File: config.mk
export PLATFORM = sky130hd
export DESIGN_NAME = wwd_top
export DESIGN_NICKNAME = d
export VERILOG_FILES = /design/src/rtl/wwd_pkg.sv /design/src/rtl/wwd_tick_if.sv /design/src/rtl/wwd_tick.sv /design/src/rtl/wwd_top.sv
export SDC_FILE = /design/constraint.sdc
export NUM_CORES = 1
export LEC_CHECK = 0
export ABC_AREA = 1
export BUFFER_PORTS_ARGS = -buffer_cell sky130_fd_sc_hd__buf_2
export CAP_MARGIN = 20
export CORE_MARGIN = 8
export CORE_UTILIZATION = 54
export DETAILED_ROUTE_END_ITERATION = 10
export PLACE_DENSITY = 0.7
export SKIP_CTS_REPAIR_TIMING = 1
export SKIP_LAST_GASP = 1
export SLEW_MARGIN = 0
export SYNTH_ARGS = -nofsm -noshare
export SYNTH_HDL_FRONTEND = slang
export SYNTH_SLANG_ARGS = --single-unit
export TNS_END_PERCENT = 5
File: constraint.sdc
create_clock -name clock -period 4 [get_ports clock]
set_clock_uncertainty 0.15 [all_clocks]
set_input_delay 0.4 -clock clock [delete_from_list [all_inputs] [get_ports clock]]
set_output_delay 0.4 -clock clock [all_outputs]
set_load 0.005 [all_outputs]
File: src/rtl/wwd_pkg.sv
// Purpose : shared constants and state types of the window supervisor
// Assumes : 200 MHz system clock, internal oscillator modelled as a tick
// Notes   : every count is derived from a time in its own unit

// ****************************************************************
// package
// ****************************************************************
package wwd_pkg;

    // ************************************************************
    // clocks
    // ************************************************************
    localparam int CLK_HZ         = 200_000_000;
    localparam int CLK_PERIOD_NS  = 5;
    localparam int OSC_HZ         = 128_000;
    // one oscillator tick per this many system cycles (rounded down)
    localparam int OSC_DIV_CYCLES = CLK_HZ / OSC_HZ;

    // ************************************************************
    // watchdog windows and reset timings
    // ************************************************************
    localparam int CLOSED_WINDOW_TIME_MS = 100;
    localparam int OPEN_WINDOW_TIME_MS   = 100;
    // ticks for one tenth of the nominal window
    localparam int WIN_UNIT_TICKS =
        CLOSED_WINDOW_TIME_MS * (OSC_HZ / 1000) / 10;
    localparam int RESET_PULSE_TIME_MS   = 8;
    localparam int RESET_UNIT_MS         = 4;
    localparam int RST_UNIT_TICKS = RESET_UNIT_MS * (OSC_HZ / 1000);
    localparam int SHUTDOWN_RESET_TIME_MS = 200;
    localparam int SHD_TICKS = SHUTDOWN_RESET_TIME_MS * (OSC_HZ / 1000);
    localparam int DOMINANT_TIMEOUT_MS   = 1000;
    localparam int TXTO_TICKS = DOMINANT_TIMEOUT_MS * (OSC_HZ / 1000);

    // window scale selections, factor in tenths of nominal
    localparam logic [2:0] SCALE_NOM  = 3'h0;
    localparam logic [2:0] SCALE_M40  = 3'h1;
    localparam logic [2:0] SCALE_M20  = 3'h2;
    localparam logic [2:0] SCALE_P20  = 3'h3;
    localparam logic [2:0] SCALE_P60  = 3'h4;
    localparam logic [2:0] SCALE_P100 = 3'h5;

    // reset pulse selections
    localparam logic [1:0] RDLY_8MS  = 2'h0;
    localparam logic [1:0] RDLY_4MS  = 2'h1;
    localparam logic [1:0] RDLY_16MS = 2'h2;
    localparam logic [1:0] RDLY_32MS = 2'h3;

    // ************************************************************
    // pin sequence timing
    // ************************************************************
    localparam int PORT_ENTRY_DELAY_MIN_NS = 2000;
    localparam int PORT_ENTRY_DELAY_MAX_NS = 10000;
    localparam int PORT_ENTRY_MIN_CYCLES =
        (PORT_ENTRY_DELAY_MIN_NS + CLK_PERIOD_NS - 1) / CLK_PERIOD_NS;
    localparam int PORT_ENTRY_MAX_CYCLES =
        PORT_ENTRY_DELAY_MAX_NS / CLK_PERIOD_NS;
    localparam int LOWPOWER_ENTRY_TIME_TICKS = 5;
    localparam int CLOCK_START_WAIT_TICKS    = 5;

    localparam int TICK_W  = 17;
    localparam int CYC_W   = 12;
    localparam int ETICK_W = 3;

    // ************************************************************
    // state types
    // ************************************************************
    typedef enum logic [2:0] {
        WD_HOLD   = 3'h0,
        WD_SHDN   = 3'h1,
        WD_CLOSED = 3'h2,
        WD_OPEN   = 3'h3,
        WD_IDLE   = 3'h4
    } wwd_wd_state_t;

    typedef enum logic [1:0] {
        ENT_IDLE = 2'h0,
        ENT_WAIT = 2'h1,
        ENT_PORT = 2'h2
    } wwd_entry_state_t;

endpackage

File: src/rtl/wwd_tick_if.sv
// Purpose : carries the internal oscillator tick between modules
// Assumes : tick is a one-cycle pulse in the system clock domain
// Notes   : none

// ****************************************************************
// interface
// ****************************************************************
interface wwd_tick_if;
    logic tick;
    modport src (output tick);
    modport dst (input  tick);
endinterface

File: src/rtl/wwd_tick.sv
// Purpose : internal oscillator stand-in, one tick pulse per period
// Assumes : system clock runs at the package clock rate
// Notes   : frequency error of the real oscillator is not modelled

// ****************************************************************
// tick divider
// ****************************************************************
module wwd_tick #(
    parameter int DIV = wwd_pkg::OSC_DIV_CYCLES
) (
    input  wire logic clock,
    input  wire logic nrst,
    wwd_tick_if.src   t
);
    logic [11:0] cnt_q;
    logic [11:0] cnt_d;
    logic        tick_q;
    logic        tick_d;

    // all durations except the port entry delay, which counts system cycles, derive from this tick
    always_comb begin
        if (cnt_q >= 12'(DIV - 1)) begin
            cnt_d  = 12'h000;
            tick_d = 1'b1;
        end else begin
            cnt_d  = cnt_q + 12'h001;
            tick_d = 1'b0;
        end
    end

    always_ff @(posedge clock or negedge nrst) begin
        if (!nrst) begin
            cnt_q  <= 12'h000;
            tick_q <= 1'b0;
        end else begin
            cnt_q  <= cnt_d;
            tick_q <= tick_d;
        end
    end

    assign t.tick = tick_q;
endmodule

File: src/rtl/wwd_top.sv
// Purpose : window supervisor, reset generator, pin sequence decoder
//           and transmit dominant timeout
// Assumes : all inputs synchronous to clock; service is a one-cycle
//           pulse from the serial port decoder
// Notes   : analog thresholds arrive as the vcc_ok level

// ****************************************************************
// top
// ****************************************************************
// Summary of operation
// - service in closed window forces reset
// - service in open window accepted
// - factory scale of window lengths
// - reset pulse length factory selected
// - temporary shutdown holds reset active
// - same behaviour in normal and standby
// - enable low then transmit low: port entry
// - transmit high five ticks: low power entry
// - flag transmit held dominant too long
// - power-on delay holds reset after power-up
// - no service before open window ends: reset
// - watchdog starts after reset, off on undervoltage
// - timeout releases bus, nominal one second
// - internal tick nominal 128 kHz
module wwd_top #(
    parameter int OSC_DIV        = wwd_pkg::OSC_DIV_CYCLES,
    parameter int WIN_UNIT_TICKS = wwd_pkg::WIN_UNIT_TICKS,
    parameter int RST_UNIT_TICKS = wwd_pkg::RST_UNIT_TICKS,
    parameter int SHD_TICKS      = wwd_pkg::SHD_TICKS,
    parameter int TXTO_TICKS     = wwd_pkg::TXTO_TICKS
) (
    input  wire logic       clock,
    input  wire logic       nrst,
    input  wire logic       en,
    input  wire logic       tx,
    input  wire logic       vcc_ok,
    input  wire logic       shutdown_req,
    input  wire logic       service,
    input  wire logic       wd_enable,
    input  wire logic [2:0] win_scale_sel,
    input  wire logic [1:0] rst_delay_sel,
    output logic            reset_n,
    output logic            bus_txd,
    output logic            tx_timeout,
    output logic            port_entry,
    output logic            lowpower_entry,
    output logic            port_active,
    output logic            port_clock_ready
);
    localparam int TW = wwd_pkg::TICK_W;
    localparam int CW = wwd_pkg::CYC_W;
    localparam int EW = wwd_pkg::ETICK_W;

    // ************************************************************
    // oscillator tick
    // ************************************************************
    wwd_tick_if tk_if ();

    wwd_tick #(
        .DIV (OSC_DIV)
    ) u_tick (
        .clock (clock),
        .nrst  (nrst),
        .t     (tk_if.src)
    );

    logic tick;
    assign tick = tk_if.tick;

    // ************************************************************
    // factory selected lengths
    // ************************************************************
    logic [TW-1:0] win_len;
    logic [TW-1:0] rst_len;

    always_comb begin
        unique case (win_scale_sel)
            wwd_pkg::SCALE_M40:  win_len = TW'(WIN_UNIT_TICKS * 6);
            wwd_pkg::SCALE_M20:  win_len = TW'(WIN_UNIT_TICKS * 8);
            wwd_pkg::SCALE_P20:  win_len = TW'(WIN_UNIT_TICKS * 12);
            wwd_pkg::SCALE_P60:  win_len = TW'(WIN_UNIT_TICKS * 16);
            wwd_pkg::SCALE_P100: win_len = TW'(WIN_UNIT_TICKS * 20);
            default:             win_len = TW'(WIN_UNIT_TICKS * 10);
        endcase
    end

    always_comb begin
        unique case (rst_delay_sel)
            wwd_pkg::RDLY_4MS:  rst_len = TW'(RST_UNIT_TICKS);
            wwd_pkg::RDLY_16MS: rst_len = TW'(RST_UNIT_TICKS * 4);
            wwd_pkg::RDLY_32MS: rst_len = TW'(RST_UNIT_TICKS * 8);
            default:            rst_len = TW'(RST_UNIT_TICKS * 2);
        endcase
    end

    // ************************************************************
    // watchdog and reset sequencer
    // ************************************************************
    wwd_pkg::wwd_wd_state_t wd_state_q;
    wwd_pkg::wwd_wd_state_t wd_state_d;
    logic [TW-1:0]          wd_cnt_q;
    logic [TW-1:0]          wd_cnt_d;
    logic                   rst_n_q;
    logic                   rst_n_d;
    logic                   wd_done;
    logic [TW-1:0]          wd_len;
    logic                   wd_run;

    // no mode input, standby and normal share this logic
    always_comb begin
        unique case (wd_state_q)
            wwd_pkg::WD_HOLD:   wd_len = rst_len;
            wwd_pkg::WD_SHDN:   wd_len = TW'(SHD_TICKS);
            wwd_pkg::WD_CLOSED: wd_len = win_len;
            wwd_pkg::WD_OPEN:   wd_len = win_len;
            default:            wd_len = win_len;
        endcase
    end

    assign wd_run  = (wd_state_q != wwd_pkg::WD_IDLE);
    assign wd_done = tick && (wd_cnt_q >= wd_len - TW'(1));

    always_comb begin
        wd_state_d = wd_state_q;
        wd_cnt_d   = wd_cnt_q;
        if (wd_run && tick) begin
            wd_cnt_d = wd_cnt_q + TW'(1);
        end
        unique case (wd_state_q)
            wwd_pkg::WD_HOLD, wwd_pkg::WD_SHDN: begin
                if (wd_done) begin
                    wd_state_d = wd_enable ? wwd_pkg::WD_CLOSED
                                           : wwd_pkg::WD_IDLE;
                    wd_cnt_d   = '0;
                end
            end
            wwd_pkg::WD_CLOSED: begin
                if (service) begin
                    wd_state_d = wwd_pkg::WD_HOLD;
                    wd_cnt_d   = '0;
                end else if (wd_done) begin
                    wd_state_d = wwd_pkg::WD_OPEN;
                    wd_cnt_d   = '0;
                end
            end
            wwd_pkg::WD_OPEN: begin
                if (service) begin
                    wd_state_d = wwd_pkg::WD_CLOSED;
                    wd_cnt_d   = '0;
                end else if (wd_done) begin
                    wd_state_d = wwd_pkg::WD_HOLD;
                    wd_cnt_d   = '0;
                end
            end
            wwd_pkg::WD_IDLE: begin
                if (wd_enable) begin
                    wd_state_d = wwd_pkg::WD_CLOSED;
                    wd_cnt_d   = '0;
                end
            end
            default: begin
                wd_state_d = wwd_pkg::WD_HOLD;
                wd_cnt_d   = '0;
            end
        endcase
        if (shutdown_req && wd_state_q != wwd_pkg::WD_SHDN) begin
            wd_state_d = wwd_pkg::WD_SHDN;
            wd_cnt_d   = '0;
        end
        if (!vcc_ok) begin
            wd_state_d = wwd_pkg::WD_HOLD;
            wd_cnt_d   = '0;
        end
        rst_n_d = (wd_state_d == wwd_pkg::WD_CLOSED) ||
                  (wd_state_d == wwd_pkg::WD_OPEN)   ||
                  (wd_state_d == wwd_pkg::WD_IDLE);
    end

    always_ff @(posedge clock or negedge nrst) begin
        if (!nrst) begin
            wd_state_q <= wwd_pkg::WD_HOLD;
            wd_cnt_q   <= '0;
            rst_n_q    <= 1'b0;
        end else begin
            wd_state_q <= wd_state_d;
            wd_cnt_q   <= wd_cnt_d;
            rst_n_q    <= rst_n_d;
        end
    end

    assign reset_n = rst_n_q;

    // ************************************************************
    // enable / transmit entry decoder
    // ************************************************************
    wwd_pkg::wwd_entry_state_t ent_state_q;
    wwd_pkg::wwd_entry_state_t ent_state_d;
    logic [CW-1:0]             ent_cyc_q;
    logic [CW-1:0]             ent_cyc_d;
    logic [EW-1:0]             ent_tk_q;
    logic [EW-1:0]             ent_tk_d;
    logic                      en_q;
    logic                      port_entry_q;
    logic                      port_entry_d;
    logic                      lp_entry_q;
    logic                      lp_entry_d;
    logic                      pclk_rdy_q;
    logic                      pclk_rdy_d;
    logic                      en_fall;

    assign en_fall = en_q && !en;

    always_comb begin
        ent_state_d  = ent_state_q;
        ent_cyc_d    = ent_cyc_q;
        ent_tk_d     = ent_tk_q;
        port_entry_d = 1'b0;
        lp_entry_d   = 1'b0;
        // saturating counters, only compared against small limits
        if (ent_cyc_q != {CW{1'b1}}) begin
            ent_cyc_d = ent_cyc_q + CW'(1);
        end
        if (tick && ent_tk_q != {EW{1'b1}}) begin
            ent_tk_d = ent_tk_q + EW'(1);
        end
        unique case (ent_state_q)
            wwd_pkg::ENT_IDLE: begin
                if (en_fall) begin
                    ent_state_d = wwd_pkg::ENT_WAIT;
                    ent_cyc_d   = CW'(1);
                    ent_tk_d    = '0;
                end
            end
            wwd_pkg::ENT_WAIT: begin
                if (en) begin
                    ent_state_d = wwd_pkg::ENT_IDLE;
                end else if (!tx) begin
                    if (ent_cyc_q >= CW'(wwd_pkg::PORT_ENTRY_MIN_CYCLES) &&
                        ent_cyc_q <= CW'(wwd_pkg::PORT_ENTRY_MAX_CYCLES))
                    begin
                        ent_state_d  = wwd_pkg::ENT_PORT;
                        port_entry_d = 1'b1;
                    end else begin
                        ent_state_d = wwd_pkg::ENT_IDLE;
                    end
                end else if (ent_tk_q >=
                             EW'(wwd_pkg::LOWPOWER_ENTRY_TIME_TICKS)) begin
                    ent_state_d = wwd_pkg::ENT_IDLE;
                    lp_entry_d  = 1'b1;
                end
            end
            wwd_pkg::ENT_PORT: begin
                if (en) begin
                    ent_state_d = wwd_pkg::ENT_IDLE;
                end
            end
            default: begin
                ent_state_d = wwd_pkg::ENT_IDLE;
            end
        endcase
        pclk_rdy_d = (ent_state_d == wwd_pkg::ENT_PORT) &&
                     (ent_tk_d >= EW'(wwd_pkg::CLOCK_START_WAIT_TICKS));
    end

    always_ff @(posedge clock or negedge nrst) begin
        if (!nrst) begin
            ent_state_q  <= wwd_pkg::ENT_IDLE;
            ent_cyc_q    <= '0;
            ent_tk_q     <= '0;
            en_q         <= 1'b1;
            port_entry_q <= 1'b0;
            lp_entry_q   <= 1'b0;
            pclk_rdy_q   <= 1'b0;
        end else begin
            ent_state_q  <= ent_state_d;
            ent_cyc_q    <= ent_cyc_d;
            ent_tk_q     <= ent_tk_d;
            en_q         <= en;
            port_entry_q <= port_entry_d;
            lp_entry_q   <= lp_entry_d;
            pclk_rdy_q   <= pclk_rdy_d;
        end
    end

    assign port_entry       = port_entry_q;
    assign lowpower_entry   = lp_entry_q;
    assign port_active      = (ent_state_q == wwd_pkg::ENT_PORT);
    assign port_clock_ready = pclk_rdy_q;

    // ************************************************************
    // transmit dominant timeout
    // ************************************************************
    logic [TW-1:0] dom_cnt_q;
    logic [TW-1:0] dom_cnt_d;
    logic          txto_q;
    logic          txto_d;
    logic          txd_q;
    logic          txd_d;

    always_comb begin
        dom_cnt_d = dom_cnt_q;
        txto_d    = txto_q;
        if (tx || !vcc_ok) begin
            dom_cnt_d = '0;
            txto_d    = 1'b0;
        end else if (!txto_q && tick) begin
            dom_cnt_d = dom_cnt_q + TW'(1);
            if (dom_cnt_q >= TW'(TXTO_TICKS - 1)) begin
                txto_d = 1'b1;
            end
        end
        txd_d = tx || txto_d;
    end

    always_ff @(posedge clock or negedge nrst) begin
        if (!nrst) begin
            dom_cnt_q <= '0;
            txto_q    <= 1'b0;
            txd_q     <= 1'b1;
        end else begin
            dom_cnt_q <= dom_cnt_d;
            txto_q    <= txto_d;
            txd_q     <= txd_d;
        end
    end

    assign tx_timeout = txto_q;
    assign bus_txd    = txd_q;
endmodule

Word level (Yosys, flattened, before mapping):

Cells that the tools add are included.

* input bits: 13
* word-level logic and storage cells: 118
* flip-flop bits (word level): 74

* magnitude comparators: 7
* reduce and logical (&&, ||, !) cells: 20
* equal/unequal tests: 22
* multiplexer cells: 48
* $add $sub $neg: 6

Operators with widths (number)
* 2-to-1 mux 17 bit: 8
* case mux 15 bit (5 select lines): 1
* case mux 17 bit (3 select lines): 1
* 2-to-1 mux 12 bit: 4
* case mux 13 bit (3 select lines): 1
* 2-to-1 mux 3 bit: 12
* adder 17 x 1 -> 17 bit (second input constant): 2
* case mux 17 bit (2 select lines): 1
* adder 12 x 1 -> 12 bit (second input constant): 2
* equality test 3 x 2 -> 1 bit (second input constant): 6
* greater-or-equal comparator 17 bit: 1
* greater-or-equal comparator 17 bit (second input constant): 1
* subtractor 17 x 1 -> 17 bit (second input constant): 1
* equality test 3 bit (second input constant): 4
* greater-or-equal comparator 12 x 11 -> 1 bit (second input constant): 1
* greater-or-equal comparator 12 x 9 -> 1 bit (second input constant): 1
* less-or-equal comparator 12 x 11 -> 1 bit (second input constant): 1
* 2-to-1 mux 1 bit: 12
* 2-to-1 mux 2 bit: 6
* inequality test 12 bit (second input constant): 1
* case mux 3 bit (4 select lines): 1
* equality test 2 bit (second input constant): 4
* logical AND 1 bit: 8
* equality test 3 x 1 -> 1 bit (second input constant): 2
* 12 further kinds: 21

Logic depth before layout (Yosys ltp):

Gate-level depths: netlist of the first run.

* word-level depth: 14
* mapped depth: 27
* mapped depth without buffers: 27

Hierarchy:

Synthesis of the first run repeated with hierarchy kept, for this count alone.

* cells, all modules: 560
* area, all modules: 4530.6 um^2

By module, submodules not included
* wwd_top: cells each 472, instances 1, seq. area each 1529.0 um^2, area an instance 3816.2 um^2
* wwd_tick: cells each 88, instances 1, seq. area each 325.3 um^2, area an instance 714.4 um^2

Worst setup path after synthesis of the first run:

OpenSTA, ideal clock, no wires.

* kind: input to register
* from: input win_scale_sel[1]
* to: register wd_cnt_q[10]
* slack: 0.926 ns
* data arrival time: 2.801 ns
* cell stages on the path: 23
* path buffers: 1
* cell sequence: inv_1 ha_1 a21oi_1 o211ai_1 nand3_1 inv_1 ha_1 inv_1 nor2_1 nand2_1 nor2_1 nand2_1 ha_1 nand2_1 nor2_1 nand2_1 nor2_1 nor2_1 nand2_1 nand2_1 nand3_4 buf_6 a21oi_2

* cells in the longest elaborated chain, start to end: 11

Ends and longest elaborated chain
* from (decl): line wwd_top.sv:40 `input wire logic [2:0] win_scale_sel,`
* equality test 3 bit (tied with other cells): line wwd_top.sv:77 `unique case (win_scale_sel)`
* case mux 15 bit (5 select lines) (*): line wwd_top.sv:77
* case mux 17 bit (2 select lines) (*): line wwd_top.sv:111 `unique case (wd_state_q)`
* subtractor 17 x 1 -> 17 bit (*): line wwd_top.sv:121 `assign wd_done = tick && (wd_cnt_q >= wd_len - TW'(1));`
* greater-or-equal comparator 17 bit (*): line wwd_top.sv:121
* logical AND 1 bit (*): line wwd_top.sv:121
* 2-to-1 mux 17 bit (*): line wwd_top.sv:131, wwd_top.sv:141, wwd_top.sv:150
* 2-to-1 mux 17 bit: line wwd_top.sv:138 `if (service) begin`
* case mux 17 bit (3 select lines) (*): line wwd_top.sv:129 `unique case (wd_state_q)`
* 2-to-1 mux 17 bit (*): line wwd_top.sv:166 `if (shutdown_req && wd_state_q != wwd_pkg::WD_SHDN) begin`
* 2-to-1 mux 17 bit (*): line wwd_top.sv:170 `if (!vcc_ok) begin`
* named net wd_cnt_d[10]: line wwd_top.sv:102 `logic [TW-1:0] wd_cnt_d;`
* to (signal assigned): line wwd_top.sv:186 `wd_cnt_q <= wd_cnt_d;`
* to (decl): line wwd_top.sv:101 `logic [TW-1:0] wd_cnt_q;`

The timed path passes the listed nets; every way through them passes the cells marked *.
A chain may end at the register's enable or synchronous reset.

Worst setup path in the final report of the first run:

* from: register wd_state_q[2]
* to: register wd_cnt_q[16]

* cells in the longest elaborated chain, start to end: 10

Ends and longest elaborated chain
* from (decl): line wwd_top.sv:99 `wwd_pkg::wwd_wd_state_t wd_state_q;`
* from (signal assigned): line wwd_top.sv:181 `wd_state_q <= wwd_pkg::WD_HOLD;`
* from (signal assigned): line wwd_top.sv:185 `wd_state_q <= wd_state_d;`
* equality test 3 x 1 -> 1 bit or zero test 3 bit (tied branches): line wwd_top.sv:111, wwd_top.sv:129
* case mux 17 bit (2 select lines): line wwd_top.sv:111
* subtractor 17 x 1 -> 17 bit: line wwd_top.sv:121
* greater-or-equal comparator 17 bit: line wwd_top.sv:121
* logical AND 1 bit: line wwd_top.sv:121
* 2-to-1 mux 17 bit: line wwd_top.sv:131, wwd_top.sv:141, wwd_top.sv:150
* 2-to-1 mux 17 bit: line wwd_top.sv:138
* case mux 17 bit (3 select lines): line wwd_top.sv:129
* 2-to-1 mux 17 bit (*): line wwd_top.sv:166
* 2-to-1 mux 17 bit (*): line wwd_top.sv:170
* named net wd_cnt_d[16]: line wwd_top.sv:102

Marks and branches as above.

==> results of run 1 <==
## cells in the final DEF, fill, tap and decap left out, types with 9 or more instances in the layout
master,synthesis,routed
sky130_fd_sc_hd__a21oi_1,39,39
sky130_fd_sc_hd__a21oi_2,10,10
sky130_fd_sc_hd__buf_2,0,18
sky130_fd_sc_hd__clkbuf_8,0,9
sky130_fd_sc_hd__dfrtp_1,72,72
sky130_fd_sc_hd__ha_1,21,21
sky130_fd_sc_hd__inv_1,75,75
sky130_fd_sc_hd__nand2_1,101,101
sky130_fd_sc_hd__nand3_1,32,32
sky130_fd_sc_hd__nand4_1,12,12
sky130_fd_sc_hd__nor2_1,60,60
sky130_fd_sc_hd__nor3_1,18,18
sky130_fd_sc_hd__o21ai_0,17,17
sky130_fd_sc_hd__xor2_1,15,15
## power breakdown
| group | total (mW) | internal, mW | switching (mW) |
|---|---|---|---|
| Clock | 0.695 | 0.414 | 0.281 |
| Combinational | 0.246 | 0.0878 | 0.158 |
| Sequential | 0.841 | 0.797 | 0.0441 |
| Total | 1.78 | 1.30 | 0.484 |
## sequential cells by signal, summed over array words and instances, names as in the netlist
register and count:
tx_timeout 1, wd_cnt_q 17, lowpower_entry 1, reset_n 1
ent_cyc_q 12, port_entry 1, u_tick.t.tick 1, port_clock_ready 1
wd_state_q 3, ent_tk_q 3, en_q 1, dom_cnt_q 17
u_tick.cnt_q 12, bus_txd 1, ent_state_q 2
## cell families (layout without fill, tap and decap cells)
family	Yosys count	in the layout	share of synthesized area
xor+xnor	21	21	0.0424
other cells	1	1	0.000865
buf+inv	87	117	0.0788
mux	1	1	0.00231
compound gates	85	85	0.117
flops	74	74	0.428
simple gates	251	251	0.270
fa+ha+maj	21	21	0.0606
## layer usage
metal / vias to the layer above / GRT usage
met4: 0 / 0.0593
met2: 53 / 0.267
met1: 1642 / 0.203
met3: 13 / 0.0323
li1: 1812 / -
met5: - / 0
## area by class of cell
type / count / area [sq um] / share of cell area
inverter: 83 / 312 / 0.0653
sequential: 74 / 1850 / 0.389
timing repair buffer: 19 / 97.6 / 0.0205
clock buffer: 9 / 124 / 0.0260
clock inverter: 6 / 115 / 0.0241
multi-input combinational: 380 / 2140 / 0.448
tap: 102 / 128 / 0.0268
## worst max-delay path by stage
stage                     startpoint           end  slack, ps  depth (start not counted)
floorplan           win_scale_sel[1]  wd_cnt_q[10]        930                         23
global placement    win_scale_sel[1]   wd_cnt_q[0]        630                         22
detailed placement  win_scale_sel[1]  wd_cnt_q[16]        480                         22
CTS                    wd_state_q[2]  wd_cnt_q[16]        620                         21
global route           wd_state_q[2]  wd_cnt_q[16]        240                         22
finish                 wd_state_q[2]  wd_cnt_q[16]        620                         21
## through the flow
step                total power, mW   util  setup slack [ps]  hold slack (ps)  area (sq um)
floorplan                      1.03      -               926            -45.6          4330
detailed placement             1.10  0.583               483              345          4530
global route                   1.88  0.614               244             7.60          4770
global placement               1.09  0.583               628              340          4530
CTS                            1.80  0.614               619            -1.12          4770
finish                         1.78  0.614               620             19.7          4770
==> summary.md, run 1 <==
The largest incremental delay on the critical path is 460 ps, and the wire length on met2 is 4060 microns. In the synthesized netlist the dominant register cell turns out to be sky130_fd_sc_hd__dfrtp_1. The total routed wire length on the met1 layer is 4070 microns, and the fill cell instance count of the final layout is 699. The first-pass GRT wire length is 15100 microns.

The tools report the area of the core as 7770 sq um. Final net count: 601. Largest fanout on the critical path: 17. The min-delay analysis places its worst path in the category input pin to register. STA classifies the critical path startpoint as a register. Yosys attributes the largest share of cell area to sky130_fd_sc_hd__dfrtp_1, sky130_fd_sc_hd__nand2_1, sky130_fd_sc_hd__inv_1. The routed design has 8520 microns of wire. The portion of synthesized cell area occupied by the leading cell type was 0.416. The proportion of register bits with asynchronous set or reset after synthesis was 1.00. In this run the number of H-tree levels came out at 3.

For the number of buffers on the longest clock path, the log shows 2. End of the worst hold path: en_q. Dividing the detail-routed wire length by the instance count gives 12.7 microns. The area growth from synthesis to layout is 10.0%. The total of warnings raised by yosys is 0, and the number of cell rows is 32. Final number of hold-violating endpoints: 0. The die width works out to 106 microns. The synthesized instance count is 541, and the final HPWL from detailed placement is 6200 microns.

The count of inserted antenna diode cells came out at 0. The startpoint identified for the worst hold timing path is en. Setup repair after global routing left no endpoint under its margin.

TritonCTS created 9 clock buffers. The number of top-level design ports is 20, and the power density relative to cell area is 374 nW/um^2. The die covers 11100 sq um. The final cell count without fillers is 673. Counting flops with a built-in enable in the synthesized netlist gives 0. The minimum period implied by the final worst setup slack was 3380 ps. At the worst endpoint, the required time is 4100 ps. Once placement completed, the tool counted placed cells totaling 658. Highest achievable clock rate: 296 MHz. The wire length on met3 was 277 microns; the final total negative setup slack was 0 ps.

Most area-hungry cell type in the Yosys netlist: sky130_fd_sc_hd__dfrtp_1. Highest signal layer in the routed design: met4. In this run the critical register-to-register path is captured at wd_cnt_q[16].

The logs give 4 for the number of optimization iterations in the first detailed-route pass and 0 for the total DRC errors in the routed layout. The number of nets in the synthesized netlist is 575, and the actual slew at the worst max-slew pin is 933 ps. The tools report the sequential element share of the synthesized area as 0.428. In the synthesized netlist, the cells that appear most often are sky130_fd_sc_hd__nand2_1, sky130_fd_sc_hd__inv_1, sky130_fd_sc_hd__dfrtp_1. The run finished with clean final reports. Entering global routing, the biggest net connects 75 pins.

Buffers placed on the I/O ports in this run total 19. In this run the remaining antenna-violating nets after routing total 0. IR analysis of the VDD net gives a maximum drop of 263 uV. Cell with the largest stage delay on the worst path: sky130_fd_sc_hd__dfrtp_1. Broken down by cell family, the worst path's largest delay share belongs to simple AND/OR/NAND/NOR gates. The final clock period utilization by the worst path came out at 0.845. TritonCTS built the clock tree. The ratio of cells with drive above 1 in the final layout works out to 0.130. After detailed routing, the number of vias per cell comes to 5.23. After clock tree synthesis, the clock-pin slew on the worst setup and hold paths is 80 ps.

The tools report the number of endpoints failing setup at the final stage as 0. The number of global-route vias before repair was 3440. Clock tree synthesis found a total of 74 sinks. The total count of max-transition violations in the final report is 0.

The total of max-cap violations came out at 0. Summed over all layers, the global routing overflow is 0. The clock reaches the later pin of the worst-skew pair after 340 ps. The standby leakage power was 2.27 nW.

Counting stages on the worst path, the most repeated cell is sky130_fd_sc_hd__nand2_1. The first routing iteration left 197 violations. The reg2reg setup slack came out at 620 ps.

Averaged over all synthesized cells, the footprint is 8.01 sq um. Synthesis inferred 74 register bits. The logs give 0.558 for the initial core utilization and 3520 for the detailed-route via count. The most instantiated library cell after synthesis was sky130_fd_sc_hd__nand2_1.

The worst reg-to-reg path cell count is 21. Type of the setup path with the least slack: register to register. For the final weighted congestion in routability-driven placement, the log shows 0.886.

The headroom to the max-slew limit came out at 0.378. For the initial antenna violation count, the log shows 0. The combined area of all synthesized cells came out at 4330 sq um. The run gives 0.161 as the combined global-route utilization of all metal layers. The clock tree root buffer cell is sky130_fd_sc_hd__clkbuf_8. The worst setup path is captured at a register. Counting distinct cell types in the post-synthesis netlist gives 41. The die span in y was 106 microns. The startpoint identified for the worst register-to-register timing path is wd_state_q[2]. STA puts the critical path data arrival time at 3480 ps.

Together, buffers and inverters on the worst path number 3. Walking the worst path, the cells encountered are inv_2 -> nand2_4 -> nor2_1 -> nand3_1 -> nand3_1 -> inv_1 -> ha_1 -> inv_1 -> nor2_1 -> nand2_1 -> xor2_1 -> ha_1 -> nand2_1 -> nor2_1 -> nand2_1 -> nand3_1 -> nor2_1 -> nand2_1 -> nand2_1 -> nand3_4 -> a21oi_1. The number of instances on the worst hold path was 1.
Power figures use the tool's default switching activity.
==> run 2, diff against run 1 <==
--- a/config.mk
+++ b/config.mk
@@ -5,13 +5,13 @@
 export SDC_FILE = /design/constraint.sdc
 export NUM_CORES = 1
 export LEC_CHECK = 0
-export ABC_AREA = 1
+export ABC_AREA = 0
 export BUFFER_PORTS_ARGS = -buffer_cell sky130_fd_sc_hd__buf_2
 export CAP_MARGIN = 20
 export CORE_MARGIN = 8
 export CORE_UTILIZATION = 54
 export DETAILED_ROUTE_END_ITERATION = 10
-export PLACE_DENSITY = 0.7
+export PLACE_DENSITY = 0.73
 export SKIP_CTS_REPAIR_TIMING = 1
 export SKIP_LAST_GASP = 1
 export SLEW_MARGIN = 0
==> constraint.sdc (replaced) <==
create_clock -name clock -period 2.9 [get_ports clock]
set_clock_uncertainty 0.15 [all_clocks]
set_input_delay 0.29 -clock clock [delete_from_list [all_inputs] [get_ports clock]]
set_output_delay 0.29 -clock clock [all_outputs]
set_load 0.005 [all_outputs]
==> run 2 against run 1 <==
The flow now finishes with violations (hold timing, setup timing). Sequential power up 38%. Register-to-register slack worse by 640 ps. Clock power hardly changed. Utilization up 1.3 points. Non-clock buffer count is 22 higher. Worst setup slack got worse by 640 ps.
==> summary.md, run 2 <==
The flow ran to the end, but the final reports show violations. The final reports fail on hold timing, setup timing. The largest fanout on the critical path is 17 (unchanged), and the routed wire length is 8170 microns (was 8520 microns). The run gives 20 (unchanged) as the number of top-level design ports.

The number of clock sinks was 74 (unchanged); the number of cell rows was 32 (unchanged). The logs give 4140 sq um (was 4330 sq um) for the combined area of all synthesized cells and 0 (unchanged) for the total DRC errors in the routed layout. Post-layout total power: 2.21 mW (was 1.78 mW).

Most used flip-flop cell after synthesis: sky130_fd_sc_hd__dfrtp_1 (unchanged). The portion of synthesized cell area occupied by the leading cell type works out to 0.435 (was 0.416). Startpoint of the most critical register-to-register path: wd_state_q[2] (unchanged).

The run gives 9 (unchanged) as the total CTS buffers. Number of nets in the synthesized netlist: 472 (was 575). Setup repair after global routing could not meet its margin everywhere. The highest achievable clock rate was 342 MHz (was 296 MHz); the actual slew at the worst max-slew pin was 921 ps (was 933 ps). The met3 track demand over resource is 0.0335 (was 0.0323), and the area of the core is 7570 sq um (was 7770 sq um). The minimum period implied by the final worst setup slack is 2920 ps (was 3380 ps).

The first-pass GRT wire length was 14300 microns (was 15100 microns). Commonest non-fill, non-tap cells in the layout: sky130_fd_sc_hd__nor2_1, sky130_fd_sc_hd__dfrtp_1, sky130_fd_sc_hd__xor2_1, sky130_fd_sc_hd__nand2_1, sky130_fd_sc_hd__nand3_1 (was sky130_fd_sc_hd__nand2_1, sky130_fd_sc_hd__inv_1, sky130_fd_sc_hd__dfrtp_1, sky130_fd_sc_hd__nor2_1, sky130_fd_sc_hd__a21oi_1). Type of the setup path with the least slack: register to register (unchanged). The total of warnings raised by yosys is 0 (unchanged), and the final net count is 512 (was 601).

The final clock period utilization by the worst path came out at 1.01 (was 0.845). The worst-case setup margin in the final layout was -23.7 ps (was 620 ps). The launching instance or port of the critical path was wd_state_q[2] (unchanged). The DRC violation total after the first TritonRoute iteration came out at 150 (was 197).

The quantity of I/O buffers inserted on ports was 19 (unchanged). The logs give 9 (was 0) for the number of endpoints failing setup at the final stage and 75 (unchanged) for the pin count of the biggest net entering global routing. Mean cell area of the mapped netlist: 9.46 sq um (was 8.01 sq um).

The peak ir drop on the vdd network was 332 uV (was 263 uV). The reg-to-reg endpoint is wd_cnt_q[6] (was wd_cnt_q[16]). The die span in y was 104 microns (was 106 microns); the count of inserted antenna diode cells was 0 (unchanged). The clock transition time at the flip-flop clock pins of the worst setup and hold paths is 80 ps (about the same). Top cell types by occurrence after synthesis: sky130_fd_sc_hd__nor2_1, sky130_fd_sc_hd__dfrtp_1, sky130_fd_sc_hd__xor2_1 (was sky130_fd_sc_hd__nand2_1, sky130_fd_sc_hd__inv_1, sky130_fd_sc_hd__dfrtp_1). The clock latency on the worst-skew pair was 340 ps (about the same). The number of global-route vias before repair came out at 3230 (was 3440). The kind of end point of the critical path was a register (unchanged). The per-cell routed wire length was 14.0 microns (was 12.7 microns). The logs give 0 (unchanged) for the final antenna-violating net count and 0.386 (was 0.378) for the headroom to the max-slew limit. The total count of max-transition violations in the final report was 0 (unchanged). The reg2reg setup slack was -20 ps (was 620 ps); the die width was 104 microns (was 106 microns). Maximum level of the CTS H-tree: 3 (unchanged).

The sequential element share of the synthesized area is 0.448 (was 0.428). The total of max-cap violations is 0 (unchanged), and the standby leakage power is 2.11 nW (was 2.27 nW). The ratio of cells with drive above 1 in the final layout was 0.174 (was 0.130). Leading post-synthesis cells by cell area: sky130_fd_sc_hd__dfrtp_1, sky130_fd_sc_hd__nor2_1, sky130_fd_sc_hd__ha_1 (was sky130_fd_sc_hd__dfrtp_1, sky130_fd_sc_hd__nand2_1, sky130_fd_sc_hd__inv_1). The run gives 0.547 (was 0.558) as the initial core utilization. The logs give 3020 ps (was 4100 ps) for the critical path required time and -102 ps (was 0 ps) for the final total negative setup slack. The final weighted congestion in routability-driven placement is 0.872 (was 0.886). The post-detailed-route via-to-cell ratio is 5.45 (was 5.23). The kind of path behind the tightest hold check is input pin to async pin (was input pin to register).

Arrival time reported for the critical path endpoint: 3040 ps (was 3480 ps). Kind of start point of the critical path: a register (unchanged). The worst hold slack came out at -71.9 ps (was 19.7 ps). The power density relative to cell area works out to 466 nW/um^2 (was 374 nW/um^2). Largest registers: dom_cnt_q (17), wd_cnt_q (17) (unchanged).

The logs give 4 (unchanged) for the number of optimization iterations in the first detailed-route pass and 60 (was 41) for the count of unique library cells instantiated by Yosys. The tools report the total die area as 10700 sq um (was 11100 sq um). The tools report the clock tree root buffer cell as sky130_fd_sc_hd__clkbuf_8 (unchanged). The most area-hungry cell type in the Yosys netlist was sky130_fd_sc_hd__dfrtp_1 (unchanged). The tools report the met1 track utilization from global routing as 0.186 (was 0.203).

The worst reg-to-reg path cell count was 15 (was 21); the synthesized instance count was 438 (was 541). For the final number of hold-violating endpoints, the log shows 72 (was 0). The proportion of register bits with asynchronous set or reset after synthesis is 1.00 (unchanged).

The area growth from synthesis to layout is 14.5% (was 10.0%). The commonest non-fill, non-tap cell in the layout is sky130_fd_sc_hd__nor2_1 (was sky130_fd_sc_hd__nand2_1). The number of flops mapped to enable cells by yosys works out to 0 (unchanged).

TritonCTS built the clock tree. The number of synthesized register bits was 74 (unchanged). The met2 routing resource usage after global routing came out at 0.268 (was 0.267).

The initial antenna violation count was 0 (unchanged). Most instantiated library cell after synthesis: sky130_fd_sc_hd__nor2_1 (was sky130_fd_sc_hd__nand2_1). The number of buffers on the longest clock path is 2 (unchanged). The endpoint of the most critical setup path was wd_cnt_q[6] (was wd_cnt_q[16]). The combined global-route utilization of all metal layers came out at 0.155 (was 0.161). Layer with the highest usage after global routing: met2 (unchanged). For the detailed-route via count, the log shows 3186 (was 3520). The final HPWL from detailed placement came out at 5660 microns (was 6200 microns). The final global-route overflow total is 0 (unchanged).
run 2: cell count changes in the layout (fill, tap and decap cells not counted), sizes merged, moves of 5 or more:
cell	change
nand2b	+6
buf	+21
nor2	+14
nand3	-6
inv	-66
nor3	-12
a21oi	-32
nand2	-81
xor2	+14
xnor2	+14
nor2b	+5
or3	+6
and3	+7
run 2: cell type report:
cell class / instances / area (sq um)
well taps: 102 / 128
inverters: 17 / 68.8
clock inverters: 6 / 42.5
flip-flops and latches: 74 / 1850
fillers: 634 / 2830
repair buffers: 41 / 279
multi-input cells: 335 / 2240
clock buffers: 10 / 128
run 2: report_power, final:
part,switching (mW),internal [mW],total (mW),leakage [nW]
logic,0.197,0.151,0.347,1.02
clock network,0.386,0.312,0.698,0.0827
registers,0.0701,1.09,1.16,1.00
total,0.653,1.56,2.21,2.11
run 2: how the worst min path moves through the flow:
stage | startpoint | end | cells after the start
after detailed placement | en | en_q | 1
after CTS | en | en_q | 1
after floorplan | nrst | dom_cnt_q[0] | 0
after global placement | en | en_q | 1
after global routing | nrst | dom_cnt_q[6] | 1
final | nrst | wd_cnt_q[14] | 1
run 2: metrics by stage:
| step | worst slack (ps) | std cells | util | instance area, sq um |
|---|---|---|---|---|
| 2_1_floorplan | -8.97 | 438 | - | 4170 |
| 4_1_cts | -218 | 583 | 0.616 | 4660 |
| 3_5_place_dp | -329 | 567 | 0.593 | 4490 |
| 5_1_grt | -184 | 585 | 0.626 | 4740 |
| 6_report | -23.7 | 585 | 0.626 | 4740 |
| 3_3_place_gp | -259 | 567 | 0.593 | 4490 |
run 2: kinds of logic (layout without fill, tap and decap cells):
group,Yosys count,count (layout),synth area share
simple gates,193,193,0.230
flops,74,74,0.448
other cells,1,1,0.000905
fa+ha+maj,22,22,0.0659
mux,3,3,0.00725
compound gates,67,67,0.111
xor+xnor,49,49,0.104
buf+inv,29,74,0.0335
run 2: critical path, cell delays in order (launching register included):
cell and delay, ps:
sky130_fd_sc_hd__dfrtp_1 400, sky130_fd_sc_hd__nor2_4 70, sky130_fd_sc_hd__buf_6 130, sky130_fd_sc_hd__o31ai_1 230, sky130_fd_sc_hd__buf_4 170, sky130_fd_sc_hd__nand3_2 100
sky130_fd_sc_hd__nor2_2 150, sky130_fd_sc_hd__xor2_1 160, sky130_fd_sc_hd__ha_1 260, sky130_fd_sc_hd__a21oi_1 130, sky130_fd_sc_hd__o21ai_1 100, sky130_fd_sc_hd__buf_4 150
sky130_fd_sc_hd__o21ai_4 230, sky130_fd_sc_hd__a31oi_4 130, sky130_fd_sc_hd__buf_12 170, sky130_fd_sc_hd__nor2_1 110
run 2: routing by layer:
| metal | part of all wire | vias to the layer above |
|---|---|---|
| li1 | - | 1594 |
| met1 | 0.46 | 1546 |
| met2 | 0.50 | 39 |
| met3 | 0.032 | 7 |
| met4 | 0.010 | 0 |
| met5 | 0 | - |
==> run 3, diff against run 2 <==
--- a/config.mk
+++ b/config.mk
@@ -12,10 +12,12 @@
 export CORE_UTILIZATION = 54
 export DETAILED_ROUTE_END_ITERATION = 10
 export PLACE_DENSITY = 0.73
+export SETUP_SLACK_MARGIN = 0.2
 export SKIP_CTS_REPAIR_TIMING = 1
 export SKIP_LAST_GASP = 1
 export SLEW_MARGIN = 0
 export SYNTH_ARGS = -nofsm -noshare
 export SYNTH_HDL_FRONTEND = slang
+export SYNTH_HIERARCHICAL = 1
 export SYNTH_SLANG_ARGS = --single-unit
 export TNS_END_PERCENT = 5
==> run 3 against run 2 <==
The run still ends with hold timing, setup timing left. Utilization is essentially flat. Non-clock buffer count grew 10. Critical path depth shrank 2. Combinational power shrank 2%. Worst setup slack lost 96 ps. Sequential cell count is the same. Synthesized area grew 5.7%. Sequential share of layout area shrank 2.3 points.
==> summary.md, run 3 <==
The number of top-level design ports came out at 20 (unchanged). Largest registers: dom_cnt_q (17), wd_cnt_q (17) (unchanged). The power density relative to cell area was 458 nW/um^2 (was 466 nW/um^2).

Top cell types by occurrence after synthesis: sky130_fd_sc_hd__dfrtp_1, sky130_fd_sc_hd__nor2_1, sky130_fd_sc_hd__xnor2_1 (was sky130_fd_sc_hd__nor2_1, sky130_fd_sc_hd__dfrtp_1, sky130_fd_sc_hd__xor2_1). The per-cell routed wire length is 14.5 microns (was 14.0 microns), and the post-detailed-route via-to-cell ratio is 5.70 (was 5.45). The largest fanout on the critical path came out at 9 (was 17).

The kind of end point of the critical path is a register (unchanged). Number of global-route vias before repair: 3289 (was 3230). Commonest non-fill, non-tap cells in the layout: sky130_fd_sc_hd__dfrtp_1, sky130_fd_sc_hd__nor2_1, sky130_fd_sc_hd__xnor2_1, sky130_fd_sc_hd__buf_4, sky130_fd_sc_hd__nand2_1 (was sky130_fd_sc_hd__nor2_1, sky130_fd_sc_hd__dfrtp_1, sky130_fd_sc_hd__xor2_1, sky130_fd_sc_hd__nand2_1, sky130_fd_sc_hd__nand3_1). The minimum period implied by the final worst setup slack works out to 3020 ps (was 2920 ps). For the total count of max-transition violations in the final report, the log shows 0 (unchanged). The logs give 3120 ps (was 3040 ps) for the arrival time reported for the critical path endpoint and 8050 sq um (was 7570 sq um) for the area of the core. The number of flops mapped to enable cells by yosys is 0 (unchanged), and the mean cell area of the mapped netlist is 9.58 sq um (was 9.46 sq um). The area growth from synthesis to layout was 15.2% (was 14.5%). The final HPWL from detailed placement was 6190 microns (was 5660 microns); the clock network fraction of design power was 0.345 (was 0.316). The quantity of I/O buffers inserted on ports is 19 (unchanged), and the total of warnings raised by yosys is 6 (was 0). The cell with the largest stage delay on the worst path is sky130_fd_sc_hd__dfrtp_1 (unchanged). List of cells traversed by the critical path: or2_4 -> o31ai_4 -> inv_1 -> ha_2 -> and3_4 -> xor2_1 -> ha_1 -> nand4_1 -> nor4_1 -> a211o_1 -> or3_4 -> buf_6 -> a21oi_1 (was nor2_4 -> buf_6 -> o31ai_1 -> buf_4 -> nand3_2 -> nor2_2 -> xor2_1 -> ha_1 -> a21oi_1 -> o21ai_1 -> buf_4 -> o21ai_4 -> a31oi_4 -> buf_12 -> nor2_1). The logs give -75.6 ps (was -71.9 ps) for the worst hold slack and 72 (unchanged) for the final number of hold-violating endpoints. The commonest non-fill, non-tap cell in the layout was sky130_fd_sc_hd__dfrtp_1 (was sky130_fd_sc_hd__nor2_1).

Leading post-synthesis cells by cell area: sky130_fd_sc_hd__dfrtp_1, sky130_fd_sc_hd__ha_1, sky130_fd_sc_hd__xnor2_1 (was sky130_fd_sc_hd__dfrtp_1, sky130_fd_sc_hd__nor2_1, sky130_fd_sc_hd__ha_1). The initial antenna violation count was 0 (unchanged); the total die area was 11200 sq um (was 10700 sq um). The switching component of the power is 0.663 mW (was 0.653 mW), and the final weighted congestion in routability-driven placement is 0.857 (was 0.872).

Kind of start point of the critical path: a register (unchanged). The number of nets in the synthesized netlist is 491 (was 472). The run gives 0.544 (was 0.547) as the initial core utilization. Most area-hungry cell type in the Yosys netlist: sky130_fd_sc_hd__dfrtp_1 (unchanged). The tools report the worst setup slack after placement as -418 ps (was -329 ps). The die width was 106 microns (was 104 microns). The final antenna-violating net count is 0 (unchanged). Most used flip-flop cell after synthesis: sky130_fd_sc_hd__dfrtp_1 (unchanged). Most instantiated library cell after synthesis: sky130_fd_sc_hd__dfrtp_1 (was sky130_fd_sc_hd__nor2_1). The critical path required time is 3000 ps (was 3020 ps). The type of the setup path with the least slack was register to register (unchanged). The number of endpoints failing setup at the final stage is 20 (was 9). The cell type group with the largest total delay on the critical path was simple AND/OR/NAND/NOR gates (was compound AO/OA/AOI/OAI gates). The run gives -1610 ps (was -102 ps) as the final total negative setup slack.

Number of optimization iterations in the first detailed-route pass: 4 (unchanged). Violations in the final reports: hold timing, setup timing (unchanged). The number of synthesized register bits is 74 (unchanged), and the power share of the sequential group is 0.508 (was 0.527).

The pin count of the biggest net entering global routing was 75 (unchanged); the final net count was 537 (was 512). The actual slew at the worst max-slew pin works out to 931 ps (was 921 ps). The flow ran to the end, but the final reports show violations. The tools report the post-layout total power as 2.31 mW (was 2.21 mW). The run gives 64 (was 60) as the count of unique library cells instantiated by Yosys. Standby leakage power: 2.11 nW (about the same). The total internal power is 1.65 mW (was 1.56 mW), and the sequential element share of the synthesized area is 0.424 (was 0.448). The total CTS buffers was 9 (unchanged). The highest achievable clock rate was 331 MHz (was 342 MHz).

The run gives 350 ps (was 340 ps) as the clock latency on the worst-skew pair. The largest incremental delay on the critical path works out to 400 ps (about the same). The switching share of power was 0.287 (was 0.295). The peak ir drop on the vdd network is 328 uV (was 332 uV).

The run gives 3493 (was 3186) as the detailed-route via count. The run gives 74 (unchanged) as the number of clock sinks. The tools report the clock tree root buffer cell as sky130_fd_sc_hd__clkbuf_8 (unchanged). The first-pass GRT wire length was 15200 microns (was 14300 microns). TritonCTS built the clock tree.

The headroom to the max-slew limit was 0.379 (was 0.386). The routed wire length was 8860 microns (was 8170 microns). Setup repair after global routing could not meet its margin everywhere.

For the total of max-cap violations, the log shows 0 (unchanged). The worst-case setup margin in the final layout was -120 ps (was -23.7 ps). The logs give 33 (was 32) for the number of cell rows and 0 (unchanged) for the total DRC errors in the routed layout. The DRC violation total after the first TritonRoute iteration is 78 (was 150).

The final global-route overflow total is 0 (unchanged), and the combined global-route utilization of all metal layers is 0.162 (was 0.155). The count of inserted antenna diode cells is 0 (unchanged). The portion of synthesized cell area occupied by the leading cell type is 0.412 (was 0.435). The count of buffering cells on the critical path with inverters included came out at 2 (was 4). The number of buffers on the longest clock path is 2 (unchanged), and the synthesized instance count is 457 (was 438). The die span in y works out to 106 microns (was 104 microns). The maximum level of the CTS H-tree is 3 (unchanged). Kind of path behind the tightest hold check: input pin to async pin (unchanged). The ratio of cells with drive above 1 in the final layout was 0.220 (was 0.174); the proportion of register bits with asynchronous set or reset after synthesis was 1.00 (unchanged). The combined area of all synthesized cells came out at 4380 sq um (was 4140 sq um).

The tools report the fill cell instance count of the final layout as 692 (was 634). The clock transition time at the flip-flop clock pins of the worst setup and hold paths is 90 ps (was 80 ps), and the final clock period utilization by the worst path is 1.04 (was 1.01). Final standard cell utilization of the core: 0.626 (about the same). The combinational share of power was 0.147 (was 0.157).
-- run 3: per-stage QoR --
step | cells | instance area, sq um
after detailed placement | 596 | 4760
after global placement | 596 | 4760
after floorplan | 457 | 4410
final | 613 | 5040
after global routing | 613 | 5040
after CTS | 612 | 4950
-- run 3: final cells by class --
class / count / area [sq um] / share of cell area
flip-flops and latches: 74 / 1860 / 0.368
clock buffers: 10 / 128 / 0.0253
inverters: 24 / 90.1 / 0.0179
multi-input cells: 343 / 2420 / 0.481
repair buffers: 51 / 348 / 0.0690
clock inverters: 6 / 66.3 / 0.0131
well taps: 105 / 131 / 0.0260
-- run 3: kinds of logic after synthesis --
kind of cell | after synthesis | share of synthesized area
xor gates and xnor gates | 41 | 0.0820
muxes | 6 | 0.0137
DFF | 74 | 0.424
buffers and inverters | 40 | 0.0452
adders and majority gates | 21 | 0.0600
and+or+nand+nor | 176 | 0.216
other | 1 | 0.000857
AOI/OAI and AO/OA | 98 | 0.159
-- run 3: path summary, 6_finish.rpt --
| check | startpoint | end | slack [ps] | cells after the start |
|---|---|---|---|---|
| max | wd_state_q[1] | wd_cnt_q[1] | -120 | 13 |
| min | nrst | dom_cnt_q[5] | -80 | 1 |
| max reg2reg | wd_state_q[1] | wd_cnt_q[1] | -120 | 13 |
| min reg2reg | u_tick/cnt_q[0] | u_tick/cnt_q[0] | 390 | 1 |
| max in group asynchronous | nrst | wd_state_q[0] | 2000 | 1 |
| min in group clock | wd_enable | wd_state_q[2] | 30 | 2 |
-- run 3: routing by layer --
layer	GRT usage	part of all wire	vias to the layer above
li1	-	-	1736
met5	0	0	-
met3	0.0399	0.035	7
met4	0.0492	0.0082	0
met2	0.254	0.47	54
met1	0.215	0.49	1696
-- run 3: power groups by stage --
stage	Combinational (mW)	Sequential (mW)	Clock [mW]
2_1_floorplan	0.228	1.17	0
3_3_place_gp	0.312	1.19	0
3_5_place_dp	0.329	1.19	0
4_1_cts	0.332	1.17	0.826
5_1_grt	0.390	1.19	0.869
6_report	0.340	1.17	0.798
